**config.mk**
```make
export PLATFORM = sky130hd
export DESIGN_NAME = sfb_front_end
export DESIGN_NICKNAME = d
export VERILOG_FILES = /design/src/rtl/sfb_pkg.sv /design/src/rtl/sfb_sync.sv /design/src/rtl/sfb_front_end.sv
export SDC_FILE = /design/constraint.sdc
export NUM_CORES = 1
export LEC_CHECK = 0
export ABC_AREA = 1
export CELL_PAD_IN_SITES_DETAIL_PLACEMENT = 1
export CELL_PAD_IN_SITES_GLOBAL_PLACEMENT = 1
export CORE_MARGIN = 5
export CORE_UTILIZATION = 45
export CTS_BUF_LIST = sky130_fd_sc_hd__clkbuf_8
export DETAILED_ROUTE_END_ITERATION = 12
export DONT_BUFFER_PORTS = 1
export GPL_TIMING_DRIVEN = 0
export PLACE_DENSITY_LB_ADDON = 0.1
export SLEW_MARGIN = 20
export SYNTH_ARGS = -nofsm -noshare
export SYNTH_HDL_FRONTEND = slang
export SYNTH_SLANG_ARGS = --single-unit
```
**constraint.sdc**
```tcl
create_clock -name clk -period 1.95 [get_ports clk]
set_input_delay 0.195 -clock clk [delete_from_list [all_inputs] [get_ports clk]]
set_output_delay 0.195 -clock clk [all_outputs]
set_load 0.005 [all_outputs]
```
**src/rtl/sfb_pkg.sv**
```systemverilog
// Constants and types for the serial flash bus front end
// Assumes a single 20 MHz system clock sampling all pins
package sfb_pkg;

  // ---------------------------------------------------------------
  // Timing
  // ---------------------------------------------------------------
  localparam int unsigned CLK_PERIOD_NS        = 50;
  localparam int unsigned RESTART_PULSE_MIN_NS = 1000;
  localparam int unsigned RESTART_PULSE_CYC    =
    (RESTART_PULSE_MIN_NS + CLK_PERIOD_NS - 1) / CLK_PERIOD_NS;
  localparam logic [5:0]  RST_CNT_MAX          = 6'(RESTART_PULSE_CYC);

  // ---------------------------------------------------------------
  // Command codes that widen the data path
  // ---------------------------------------------------------------
  localparam logic [7:0] CMD_DUAL_OUT   = 8'h3b;
  localparam logic [7:0] CMD_DUAL_OUT4  = 8'h3c;
  localparam logic [7:0] CMD_DUAL_IO    = 8'hbb;
  localparam logic [7:0] CMD_DUAL_IO4   = 8'hbc;
  localparam logic [7:0] CMD_QUAD_OUT   = 8'h6b;
  localparam logic [7:0] CMD_QUAD_OUT4  = 8'h6c;
  localparam logic [7:0] CMD_QUAD_IO    = 8'heb;
  localparam logic [7:0] CMD_QUAD_IO4   = 8'hec;

  // ---------------------------------------------------------------
  // Reset values and field widths
  // ---------------------------------------------------------------
  localparam logic [7:0] OPC_RST        = 8'h00;
  localparam logic [2:0] BITCNT_RST     = 3'h0;
  localparam logic [3:0] TXSHF_RST      = 4'h0;
  localparam logic [2:0] SYNC_W         = 3'h4;

  // ---------------------------------------------------------------
  // Lane width of the data phase
  // ---------------------------------------------------------------
  typedef enum logic [1:0] {
    SFB_LANE_1 = 2'b00,
    SFB_LANE_2 = 2'b01,
    SFB_LANE_4 = 2'b10
  } sfb_lane_t;

  // ---------------------------------------------------------------
  // Transfer states
  // ---------------------------------------------------------------
  typedef enum logic [1:0] {
    SFB_IDLE  = 2'b00,
    SFB_OPC   = 2'b01,
    SFB_DATA  = 2'b10,
    SFB_PAUSE = 2'b11
  } sfb_state_t;

endpackage : sfb_pkg

```
**src/rtl/sfb_sync.sv**
```systemverilog
// Two-stage synchroniser bank for asynchronous pin inputs
// Assumes pins are asynchronous to clk; output lags by two edges
`timescale 1ns/1ps
module sfb_sync
  import sfb_pkg::*;
#(
  parameter int W = 4
) (
  input  wire logic         clk,
  input  wire logic         sys_rst,
  input  wire logic [W-1:0] din,
  output logic      [W-1:0] dout
);

  logic [W-1:0] meta_ff;
  logic [W-1:0] sync_ff;
  logic [W-1:0] nxt_meta;
  logic [W-1:0] nxt_sync;

  // ---------------------------------------------------------------
  // Per-bit stages
  // ---------------------------------------------------------------
  genvar gi;
  generate
    for (gi = 0; gi < W; gi++) begin : g_bit
      always_comb begin
        nxt_meta[gi] = din[gi];
        nxt_sync[gi] = meta_ff[gi];
      end
    end
  endgenerate

  always_ff @(posedge clk) begin
    if (sys_rst) begin
      meta_ff <= '1;
      sync_ff <= '1;
    end else begin
      meta_ff <= nxt_meta;
      sync_ff <= nxt_sync;
    end
  end

  assign dout = sync_ff;

endmodule // sfb_sync

```
**src/rtl/sfb_front_end.sv**
```systemverilog
// Serial flash bus front end: pin sampling, lanes, pause, reset
// Assumes a 20 MHz clk far faster than the serial clock it samples
//
// Functional notes
// - Capture input bits on rising serial clock, change outputs on falling.
// - Work with host clock mode 0 or mode 3.
// - Dual read commands drive and sample two lines per clock.
// - Quad read commands drive and sample all four lines per clock.
// - Quad commands honoured only while wide-I/O enable is set.
// - Shared pin is active-low pause when pin-function select is 0.
// - Wide-I/O enable set disables pause and shared reset.
// - Pause suspends the link; internal operations keep running.
// - Pause starts on pause fall with select low, deferred to clock low.
// - Pause ends on pause rise, deferred until clock is low.
// - While paused, output floats; data and clock are ignored.
// - Select rising while paused resets interface logic.
// - Shared pin is active-low reset when pin-function select is 1.
// - Dedicated reset pin works regardless of any setting.
// - Reset taken when reset held low for at least 1 us.
// - After reset, standby with volatile bits at power-on values.
// - Dedicated reset ignores configuration and ongoing operation.
`timescale 1ns/1ps
module sfb_front_end
  import sfb_pkg::*;
(
  input  wire logic       clk,
  input  wire logic       sys_rst,
  input  wire logic       sclk,
  input  wire logic       sel_n,
  input  wire logic [3:0] io_i,
  output logic      [3:0] io_o,
  output logic      [3:0] io_oe,
  input  wire logic       dedicated_rst_n,
  input  wire logic       wide_io_enable,
  input  wire logic       pin_func_rst,
  input  wire logic [3:0] tx_nibble,
  output logic            tx_take,
  output logic      [7:0] opcode,
  output logic            opcode_valid,
  output logic      [3:0] rx_nibble,
  output logic            rx_valid,
  output logic      [1:0] lane_mode,
  output logic            paused,
  output logic            link_abort,
  output logic            hw_reset,
  output logic            tx_enable
);

  // ---------------------------------------------------------------
  // Pin synchronisers
  // ---------------------------------------------------------------
  logic [3:0] pin_s;
  logic [3:0] io_s;
  logic       sclk_s;
  logic       sel_n_s;
  logic       drst_n_s;

  sfb_sync #(.W(4)) u_sync_ctl (
    .clk     (clk),
    .sys_rst (sys_rst),
    .din     ({sclk, sel_n, dedicated_rst_n, 1'b1}),
    .dout    (pin_s)
  );

  sfb_sync #(.W(4)) u_sync_io (
    .clk     (clk),
    .sys_rst (sys_rst),
    .din     (io_i),
    .dout    (io_s)
  );

  assign sclk_s   = pin_s[3];
  assign sel_n_s  = pin_s[2];
  assign drst_n_s = pin_s[1];

  // ---------------------------------------------------------------
  // Shared pin function
  // ---------------------------------------------------------------
  logic pause_n_s;
  logic shrst_n_s;
  // Shared pin acts as data only when wide I/O is on
  assign pause_n_s = wide_io_enable | pin_func_rst | io_s[3];
  assign shrst_n_s = wide_io_enable | ~pin_func_rst | io_s[3];

  // ---------------------------------------------------------------
  // Hardware reset pulse filter
  // ---------------------------------------------------------------
  logic [5:0] rcnt_ff;
  logic [5:0] nxt_rcnt;
  logic       hwr_ff;
  logic       nxt_hwr;
  logic       rst_low;

  // Dedicated pin never gated by settings
  assign rst_low = ~drst_n_s | ~shrst_n_s;

  always_comb begin
    nxt_rcnt = rcnt_ff;
    nxt_hwr  = 1'b0;
    if (!rst_low) begin
      nxt_rcnt = '0;
    end else if (rcnt_ff < RST_CNT_MAX) begin
      nxt_rcnt = rcnt_ff + 6'h01;
    end
    if (rst_low && rcnt_ff == RST_CNT_MAX - 6'h01) begin
      nxt_hwr = 1'b1;
    end
  end

  always_ff @(posedge clk) begin
    if (sys_rst) begin
      rcnt_ff <= '0;
      hwr_ff  <= 1'b0;
    end else begin
      rcnt_ff <= nxt_rcnt;
      hwr_ff  <= nxt_hwr;
    end
  end

  assign hw_reset = hwr_ff;

  // ---------------------------------------------------------------
  // Transfer state machine
  // ---------------------------------------------------------------
  sfb_state_t state_ff;
  sfb_state_t nxt_state;
  logic       sclk_d_ff;
  logic       sel_n_d_ff;
  logic       pause_n_d_ff;
  logic [7:0] opc_ff;
  logic [7:0] nxt_opc;
  logic [2:0] bcnt_ff;
  logic [2:0] nxt_bcnt;
  sfb_lane_t  lane_ff;
  sfb_lane_t  nxt_lane;
  logic [3:0] tx_ff;
  logic [3:0] nxt_tx;
  logic [3:0] rx_ff;
  logic [3:0] nxt_rx;
  logic       rxv_ff;
  logic       nxt_rxv;
  logic       opv_ff;
  logic       nxt_opv;
  logic       abort_ff;
  logic       nxt_abort;
  logic       pause_req_ff;
  logic       nxt_pause_req;
  logic       resume_data_ff;
  logic       nxt_resume_data;
  logic       sclk_rise;
  logic       sclk_fall;
  logic       link_rst;

  assign sclk_rise = sclk_s & ~sclk_d_ff;
  assign sclk_fall = ~sclk_s & sclk_d_ff;
  assign link_rst  = sys_rst | hwr_ff;

  function automatic sfb_lane_t lane_of(input logic [7:0] c,
                                        input logic qe);
    sfb_lane_t l;
    l = SFB_LANE_1;
    if (c == CMD_DUAL_OUT || c == CMD_DUAL_OUT4 ||
        c == CMD_DUAL_IO  || c == CMD_DUAL_IO4) begin
      l = SFB_LANE_2;
    end
    if (qe && (c == CMD_QUAD_OUT || c == CMD_QUAD_OUT4 ||
               c == CMD_QUAD_IO  || c == CMD_QUAD_IO4)) begin
      l = SFB_LANE_4;
    end
    return l;
  endfunction

  always_comb begin
    nxt_state     = state_ff;
    nxt_opc       = opc_ff;
    nxt_bcnt      = bcnt_ff;
    nxt_lane      = lane_ff;
    nxt_tx        = tx_ff;
    nxt_rx        = rx_ff;
    nxt_rxv       = 1'b0;
    nxt_opv       = 1'b0;
    nxt_abort     = 1'b0;
    nxt_pause_req = pause_req_ff;
    nxt_resume_data = resume_data_ff;
    // Pause fall latched, entry waits for clock low
    if (pause_n_d_ff && !pause_n_s && !sel_n_s) begin
      nxt_pause_req = 1'b1;
    end
    if (pause_n_s) begin
      nxt_pause_req = 1'b0;
    end
    case (state_ff)
      SFB_IDLE: begin
        nxt_lane = SFB_LANE_1;
        nxt_bcnt = BITCNT_RST;
        if (sel_n_d_ff && !sel_n_s) begin
          nxt_state = SFB_OPC;
          nxt_opc   = OPC_RST;
        end
      end
      SFB_OPC, SFB_DATA: begin
        if (sel_n_s) begin
          nxt_state = SFB_IDLE;
        end else if (pause_req_ff && !sclk_s) begin
          nxt_state = SFB_PAUSE;
          nxt_resume_data = (state_ff == SFB_DATA);
        end else if (sclk_rise) begin
          if (state_ff == SFB_OPC) begin
            nxt_opc  = {opc_ff[6:0], io_s[0]};
            nxt_bcnt = bcnt_ff + 3'h1;
            if (bcnt_ff == 3'h7) begin
              nxt_state = SFB_DATA;
              nxt_opv   = 1'b1;
              nxt_lane  = lane_of({opc_ff[6:0], io_s[0]},
                                  wide_io_enable);
            end
          end else begin
            nxt_rxv = 1'b1;
            case (lane_ff)
              SFB_LANE_4: nxt_rx = io_s;
              SFB_LANE_2: nxt_rx = {2'b00, io_s[1:0]};
              default:    nxt_rx = {3'b000, io_s[0]};
            endcase
          end
        end else if (sclk_fall && state_ff == SFB_DATA) begin
          nxt_tx = tx_nibble;
        end
      end
      SFB_PAUSE: begin
        // Clock and data ignored here
        if (sel_n_s) begin
          nxt_state = SFB_IDLE;
          nxt_abort = 1'b1;
        end else if (pause_n_s && !sclk_s) begin
          nxt_state = resume_data_ff ? SFB_DATA : SFB_OPC;
        end
      end
      default: nxt_state = SFB_IDLE;
    endcase
  end

  always_ff @(posedge clk) begin
    if (link_rst) begin
      state_ff     <= SFB_IDLE;
      sclk_d_ff    <= 1'b0;
      sel_n_d_ff   <= 1'b0;
      pause_n_d_ff <= 1'b1;
      opc_ff       <= OPC_RST;
      bcnt_ff      <= BITCNT_RST;
      lane_ff      <= SFB_LANE_1;
      tx_ff        <= TXSHF_RST;
      rx_ff        <= TXSHF_RST;
      rxv_ff       <= 1'b0;
      opv_ff       <= 1'b0;
      abort_ff     <= 1'b0;
      pause_req_ff <= 1'b0;
      resume_data_ff <= 1'b0;
    end else begin
      state_ff     <= nxt_state;
      sclk_d_ff    <= sclk_s;
      sel_n_d_ff   <= sel_n_s;
      pause_n_d_ff <= pause_n_s;
      opc_ff       <= nxt_opc;
      bcnt_ff      <= nxt_bcnt;
      lane_ff      <= nxt_lane;
      tx_ff        <= nxt_tx;
      rx_ff        <= nxt_rx;
      rxv_ff       <= nxt_rxv;
      opv_ff       <= nxt_opv;
      abort_ff     <= nxt_abort;
      pause_req_ff <= nxt_pause_req;
      resume_data_ff <= nxt_resume_data;
    end
  end

  // ---------------------------------------------------------------
  // Outputs and pin drive
  // ---------------------------------------------------------------
  always_comb begin
    io_oe = 4'h0;
    if (state_ff == SFB_DATA && tx_enable) begin
      case (lane_ff)
        SFB_LANE_4: io_oe = 4'hf;
        SFB_LANE_2: io_oe = 4'h3;
        default:    io_oe = 4'h2;
      endcase
    end
  end

  assign io_o         = (lane_ff == SFB_LANE_1) ? {2'b00, tx_ff[0], 1'b0}
                                                : tx_ff;
  assign tx_take      = (state_ff == SFB_DATA) & sclk_fall;
  assign tx_enable    = ~sel_n_s;
  assign opcode       = opc_ff;
  assign opcode_valid = opv_ff;
  assign rx_nibble    = rx_ff;
  assign rx_valid     = rxv_ff;
  assign lane_mode    = lane_ff;
  assign paused       = (state_ff == SFB_PAUSE);
  assign link_abort   = abort_ff;
endmodule // sfb_front_end

```
==> results of run 1 <==
[power breakdown]
| group | internal, mW | switching, mW | total, mW |
|---|---|---|---|
| logic | 0.345 | 0.677 | 1.02 |
| clock network | 0.251 | 0.358 | 0.609 |
| registers | 1.15 | 0.0781 | 1.23 |
| total | 1.75 | 1.11 | 2.86 |
[kinds of logic (layout without fill, tap and decap cells)]
| family | count (synthesis) | after routing | synth area share [%] |
|---|---|---|---|
| and+or+nand+nor | 139 | 139 | 27.5 |
| DFF | 52 | 52 | 46.2 |
| buffers and inverters | 50 | 68 | 9.11 |
| AOI/OAI and AO/OA | 45 | 45 | 10.1 |
| adders and majority gates | 12 | 12 | 6.67 |
| xor gates and xnor gates | 1 | 1 | 0.389 |
[repair_timing]
action,4_1_cts,5_1_grt
resized for setup,0,2
endpoints found under the setup margin,0,10
endpoints found under the hold margin,9,0
hold buffers,10,0
[critical path, delay by kind of cell (launching register included)]
family / cells / cell delay [ns]
AOI/OAI and AO/OA: 2 / 0.28
adders and majority gates: 1 / 0.41
buffers and inverters: 1 / 0.12
DFF: 1 / 0.40
and+or+nand+nor: 3 / 0.47
[registers in the layout (all words and copies together) (netlist names), 3 cells and up]
signal,flops
rcnt_ff,6
u_sync_ctl.dout,3
u_sync_io.meta_ff,4
rx_nibble,4
tx_ff,4
u_sync_ctl.meta_ff,3
opcode,8
bcnt_ff,3
u_sync_io.dout,4
[through the flow]
step,area [sq um],total power [mW],instances,hold WS [ns]
2_1_floorplan,2250,2.01,299,0.299
3_3_place_gp,2340,2.21,366,0.300
3_5_place_dp,2340,2.25,366,0.302
4_1_cts,2520,2.88,384,0.0312
5_1_grt,2530,3.10,384,0.0600
6_report,2530,2.86,384,0.0358
[cells in the final DEF, fill, tap and decap left out, types with 3 or more instances in the layout]
cell,netlist,layout
o21ai_0,22,21
nor2_1,40,40
dlygate4sd3_1,0,10
nand2_1,54,54
dfxtp_1,52,52
inv_1,42,42
ha_1,12,11
a21oi_1,21,21
nor3_1,6,6
or2_2,15,15
nand3_1,13,13
nand2_2,3,3
clkbuf_8,0,5
[layout make-up]
type / count / area share [%]
Buffer: 6 / 1.58
Clock buffer: 5 / 2.72
Clock inverter: 3 / 0.743
Inverter: 44 / 6.54
Multi-Input combinational cell: 197 / 39.9
Sequential cell: 52 / 41.2
Tap cell: 67 / 3.32
Timing Repair Buffer: 10 / 3.96
[synth_stat cells, drive strengths merged (2+ instances only)]
master	count	area, sq um
nand2	57	221
dfxtp	52	1040
inv	44	165
nor2	41	156
o21ai	23	115
a21oi	21	105
or2	15	93.8
nand3	14	75.1
ha	12	150
nor3	7	40.0
buf	5	36.3
nand4	2	12.5
[layer usage]
| layer | vias to the layer above | routed length (um) | track usage, % | share of wire [%] |
|---|---|---|---|---|
| met4 | 0 | 64 | 5.57 | 1.2 |
| met5 | - | 0 | 0 | 0 |
| met2 | 36 | 2550 | 32.8 | 48 |
| met1 | 856 | 2390 | 20.9 | 45 |
| met3 | 5 | 270 | 4.21 | 5.1 |
| li1 | 969 | - | - | - |
[worst max path at each step]
stage / startpoint / end / slack (ns)
detailed placement: state_ff[0] / lane_mode[0] / 0.16
finish: state_ff[0] / tx_ff[2] / 0.17
global placement: state_ff[0] / tx_ff[3] / 0.17
floorplan: state_ff[0] / opcode[0] / 0.41
CTS: state_ff[0] / bcnt_ff[0] / 0.14
global route: state_ff[0] / lane_mode[0] / 0.02
==> impl_metrics.ini, run 1 <==
[status]
status = completed

[timing]
max_slew.worst_pin.slew_ns = 0.338
finalWorstSetupSlack_ns = 0.171
finalCriticalPeriod_ns = 1.78
grt_setup_unrepaired = false
relSlewSlack_pct = 77.4
max_freq_mhz = 562
final.setup.tns_ns = 0
drv_slew = 0
period_share_pct = 91.2
finalClockSkew_ns = 0.00863
setup-violations-final = 0
hold_viol_final = 0

[final_layout]
final_nets = 343
fin_util_pct = 52.8
ff_latch_area_sq_mm = 0.00104
n_antenna_cell = 0
areaGrowthSynthToFinish_pct = 12.2
drive_gt1_share_pct = 11.7
multi_input_area_sq_mm = 0.00101
filler_cell_count = 633

[detailed_routing]
drcViolationCount = 0
drt_pre_antenna_iters = 4
wl_um = 5270
drtIter0Drc = 67
vias_per_cell = 4.86
ant_nets = 0
vias = 1866
wire_per_inst_um = 13.7

[critical_path]
cp_slowest_stage_delay_ns = 0.41
crit_chain = inv_1 > ha_2 > nand2_2 > nor2_1 > nand2_1 > o21ai_0 > a21oi_1
reg2regPathDepth = 7
crit_type = flop to flop
reg2reg_from = state_ff[0]
worstPathRequired_ns = 2.15
worst_path_max_delay_cell = ha_2
ff2ff_setup_slack_ns = 0.17
worstPathArrival_ns = 1.98
start_kind = flop
end_kind = flop
reg2reg_to = tx_ff[2]
path_max_fanout = 8

[floorplan]
ios = 44
initial_core_util_pct = 47.1
dieHeight_um = 80.7
fp.dieArea_sq_mm = 0.00652
core_sq_mm = 0.00479
die_width_um = 80.7
rows = 25

[yosys]
synth_edf_count = 0
synth_area_sq_mm = 0.00225
synth.yosys.warnings = 0
ys_seq_elements = 52
ys_types = 26
seq_area_frac_synth_pct = 46.2
synth.avg_cell_area_sq_um = 7.53
async_flop_share_pct = 0
syn-num-nets = 326
synthesis.instances = 299
synth_flop_cell = dfxtp_1

[worst_hold_path]
worstHoldEndpoint = pause_n_d_ff
holdPathStages = 2
min_path_type = input pin to flop
hold_start = pin_func_rst

[global_route]
grt_first_pass_wirelength_um = 9090
grt_pass1_vias = 2032
grtUsageTotal_pct = 18.0
antenna_found_initial = 0
grt.overflow.total = 0
grt_max_degree = 17

[placed_design]
hpwl_um = 3920
dp_slack_ns = 0.157
portBuffers = 0
gp_congestion = 0.794

[power_and_ir_drop]
power_density_mw_per_mm2 = 1130
leakage_nw = 1.08
ir_worst_vdd_v = 0.000503

[clock_network]
post_cts_buffers = 0
cts_sinks = 52
cts.path.max_buffers = 2
cts_tree = built
insertion_delay_ns = 0.31
clkTransAtPathRegs_ns = 0.10
htreeDepth = 2
root_buffer = clkbuf_8
cts_buffers = 5

[job]
cap_violations = 0
Note: power is estimated with default switching activity, not from simulation.
==> run 2, diff against run 1 <==
- REMOVE_ABC_BUFFERS: not set -> 1
==> impl_metrics.ini, run 2 (synthesized netlist as in run 1, its figures left out) <==
[final_layout]
areaGrowthSynthToFinish_pct = 15.9
n_antenna_cell = 0
most-common-layout-cells = nand2_1, dfxtp_1, inv_1, nor2_1
final_nets = 345
filler_cell_count = 609
largest_register_ffs = 8
drive_gt1_share_pct = 11.6

[global_route]
grt_first_pass_wirelength_um = 9440
antenna_found_initial = 0
grtUsageTotal_pct = 18.7
grt_pass1_vias = 1971
grt.overflow.total = 0
grt_max_degree = 19

[floorplan]
rows = 25
initial_core_util_pct = 47.1
fp.dieArea_sq_mm = 0.00652
core_sq_mm = 0.00479
ios = 44
die_width_um = 80.7
dieHeight_um = 80.7

[detailed_routing]
vias_per_cell = 4.93
wire_per_inst_um = 14.8
wl_um = 5710
ant_nets = 0
drtIter0Drc = 52
drt_pre_antenna_iters = 4
drcViolationCount = 0
vias = 1903

[timing]
drv_slew = 0
max_slew.worst_pin.slew_ns = 0.353
relSlewSlack_pct = 76.4
setup-violations-final = 0
finalCriticalPeriod_ns = 1.70
finalWorstSetupSlack_ns = 0.247
max_freq_mhz = 587
final.setup.tns_ns = 0
finalClockSkew_ns = 0.00483
period_share_pct = 87.3
hold_viol_final = 0
grt_setup_unrepaired = false

[placed_design]
dp_slack_ns = -0.290
gp_congestion = 0.798
portBuffers = 0
hpwl_um = 3820

[critical_path]
worstPathRequired_ns = 2.16
crit_type = flop to flop
worstPathArrival_ns = 1.91
start_kind = flop
end_kind = flop
path_max_fanout = 11

[status]
status = completed

[power_and_ir_drop]
leakage_nw = 1.10
power_density_mw_per_mm2 = 1160
ir_worst_vdd_v = 0.000576

[clock_network]
cts_buffers = 5
clkTransAtPathRegs_ns = 0.10
cts_tree = built
cts_sinks = 52
cts.path.max_buffers = 2
insertion_delay_ns = 0.30
htreeDepth = 2
root_buffer = clkbuf_8

[job]
cap_violations = 0

[worst_hold_path]
min_path_type = input pin to flop
## run 2: cell types whose count changed in the layout (fill, tap and decap cells not counted), sizes merged
cell and delta:
clkbuf -1, inv +2, buf -3, clkinv -3, bufinv +1, dlygate4sd3 +6
## run 2: worst paths after layout
check / startpoint / slack, ns / endpoint / cells after the start
worst max-delay path: state_ff[1] / 0.25 / opcode[7] / 9
worst min-delay path: pin_func_rst / 0.05 / pause_n_d_ff / 2
worst max register to register: state_ff[1] / 0.25 / opcode[7] / 9
worst min register to register: u_sync_io.meta_ff[3] / 0.42 / u_sync_io.dout[3] / 1
## run 2: where the power goes
part	internal, mW	total [mW]	switching [mW]
Clock	0.383	0.757	0.373
Sequential	1.15	1.23	0.0763
Combinational	0.363	1.05	0.690
Total	1.90	3.04	1.14
## run 2: metrics by stage
stage          cells  instance area, sq um  utilization (%)  power (mW)  hold WS (ns)
6_report         386                  2610             54.5        3.04        0.0504
5_1_grt          386                  2610             54.5        3.25        0.0498
4_1_cts          384                  2590             54.1        3.03       0.00356
3_5_place_dp     361                  2310             48.3        2.19         0.301
3_3_place_gp     360                  2300             48.0        2.16         0.299
2_1_floorplan    293                  2210                -        1.95         0.299
## run 2: critical path: stages (launching register included)
cell and delay [ns]:
dfxtp_1 0.34, inv_1 0.19, ha_1 0.26, inv_1 0.10, nand2_1 0.08, nand2_2 0.09
nor2_1 0.12, nand2_2 0.17, o21ai_0 0.21, nor2_1 0.05
## run 2: repair_timing
action | in CTS | in global routing
pin swaps | 0 | 1
endpoints found under the hold margin | 13 | 1
hold buffers | 15 | 1
buffers inserted | 0 | 1
gates resized for setup | 3 | 3
setup endpoints to repair | 22 | 9
## run 2: cell type report
| class | count | area [sq um] | area share [%] |
|---|---|---|---|
| sequential | 52 | 1040 | 39.9 |
| inverter | 44 | 165 | 6.33 |
| tap | 67 | 83.8 | 3.21 |
| multi-input combinational | 197 | 1030 | 39.3 |
| clock buffer | 5 | 68.8 | 2.64 |
| timing repair buffer | 18 | 183 | 7.00 |
| clock inverter | 3 | 42.5 | 1.63 |
## run 2: per-layer routing
metal  track usage [%]  part of all wire, %  vias up  wire [um]
li1                  -                    -      969          -
met1              23.5                   47      892       2690
met2              31.5                   47       35       2670
met3              4.88                  5.0        7        288
met4              5.24                  1.0        0         59
met5                 0                    0        -          0
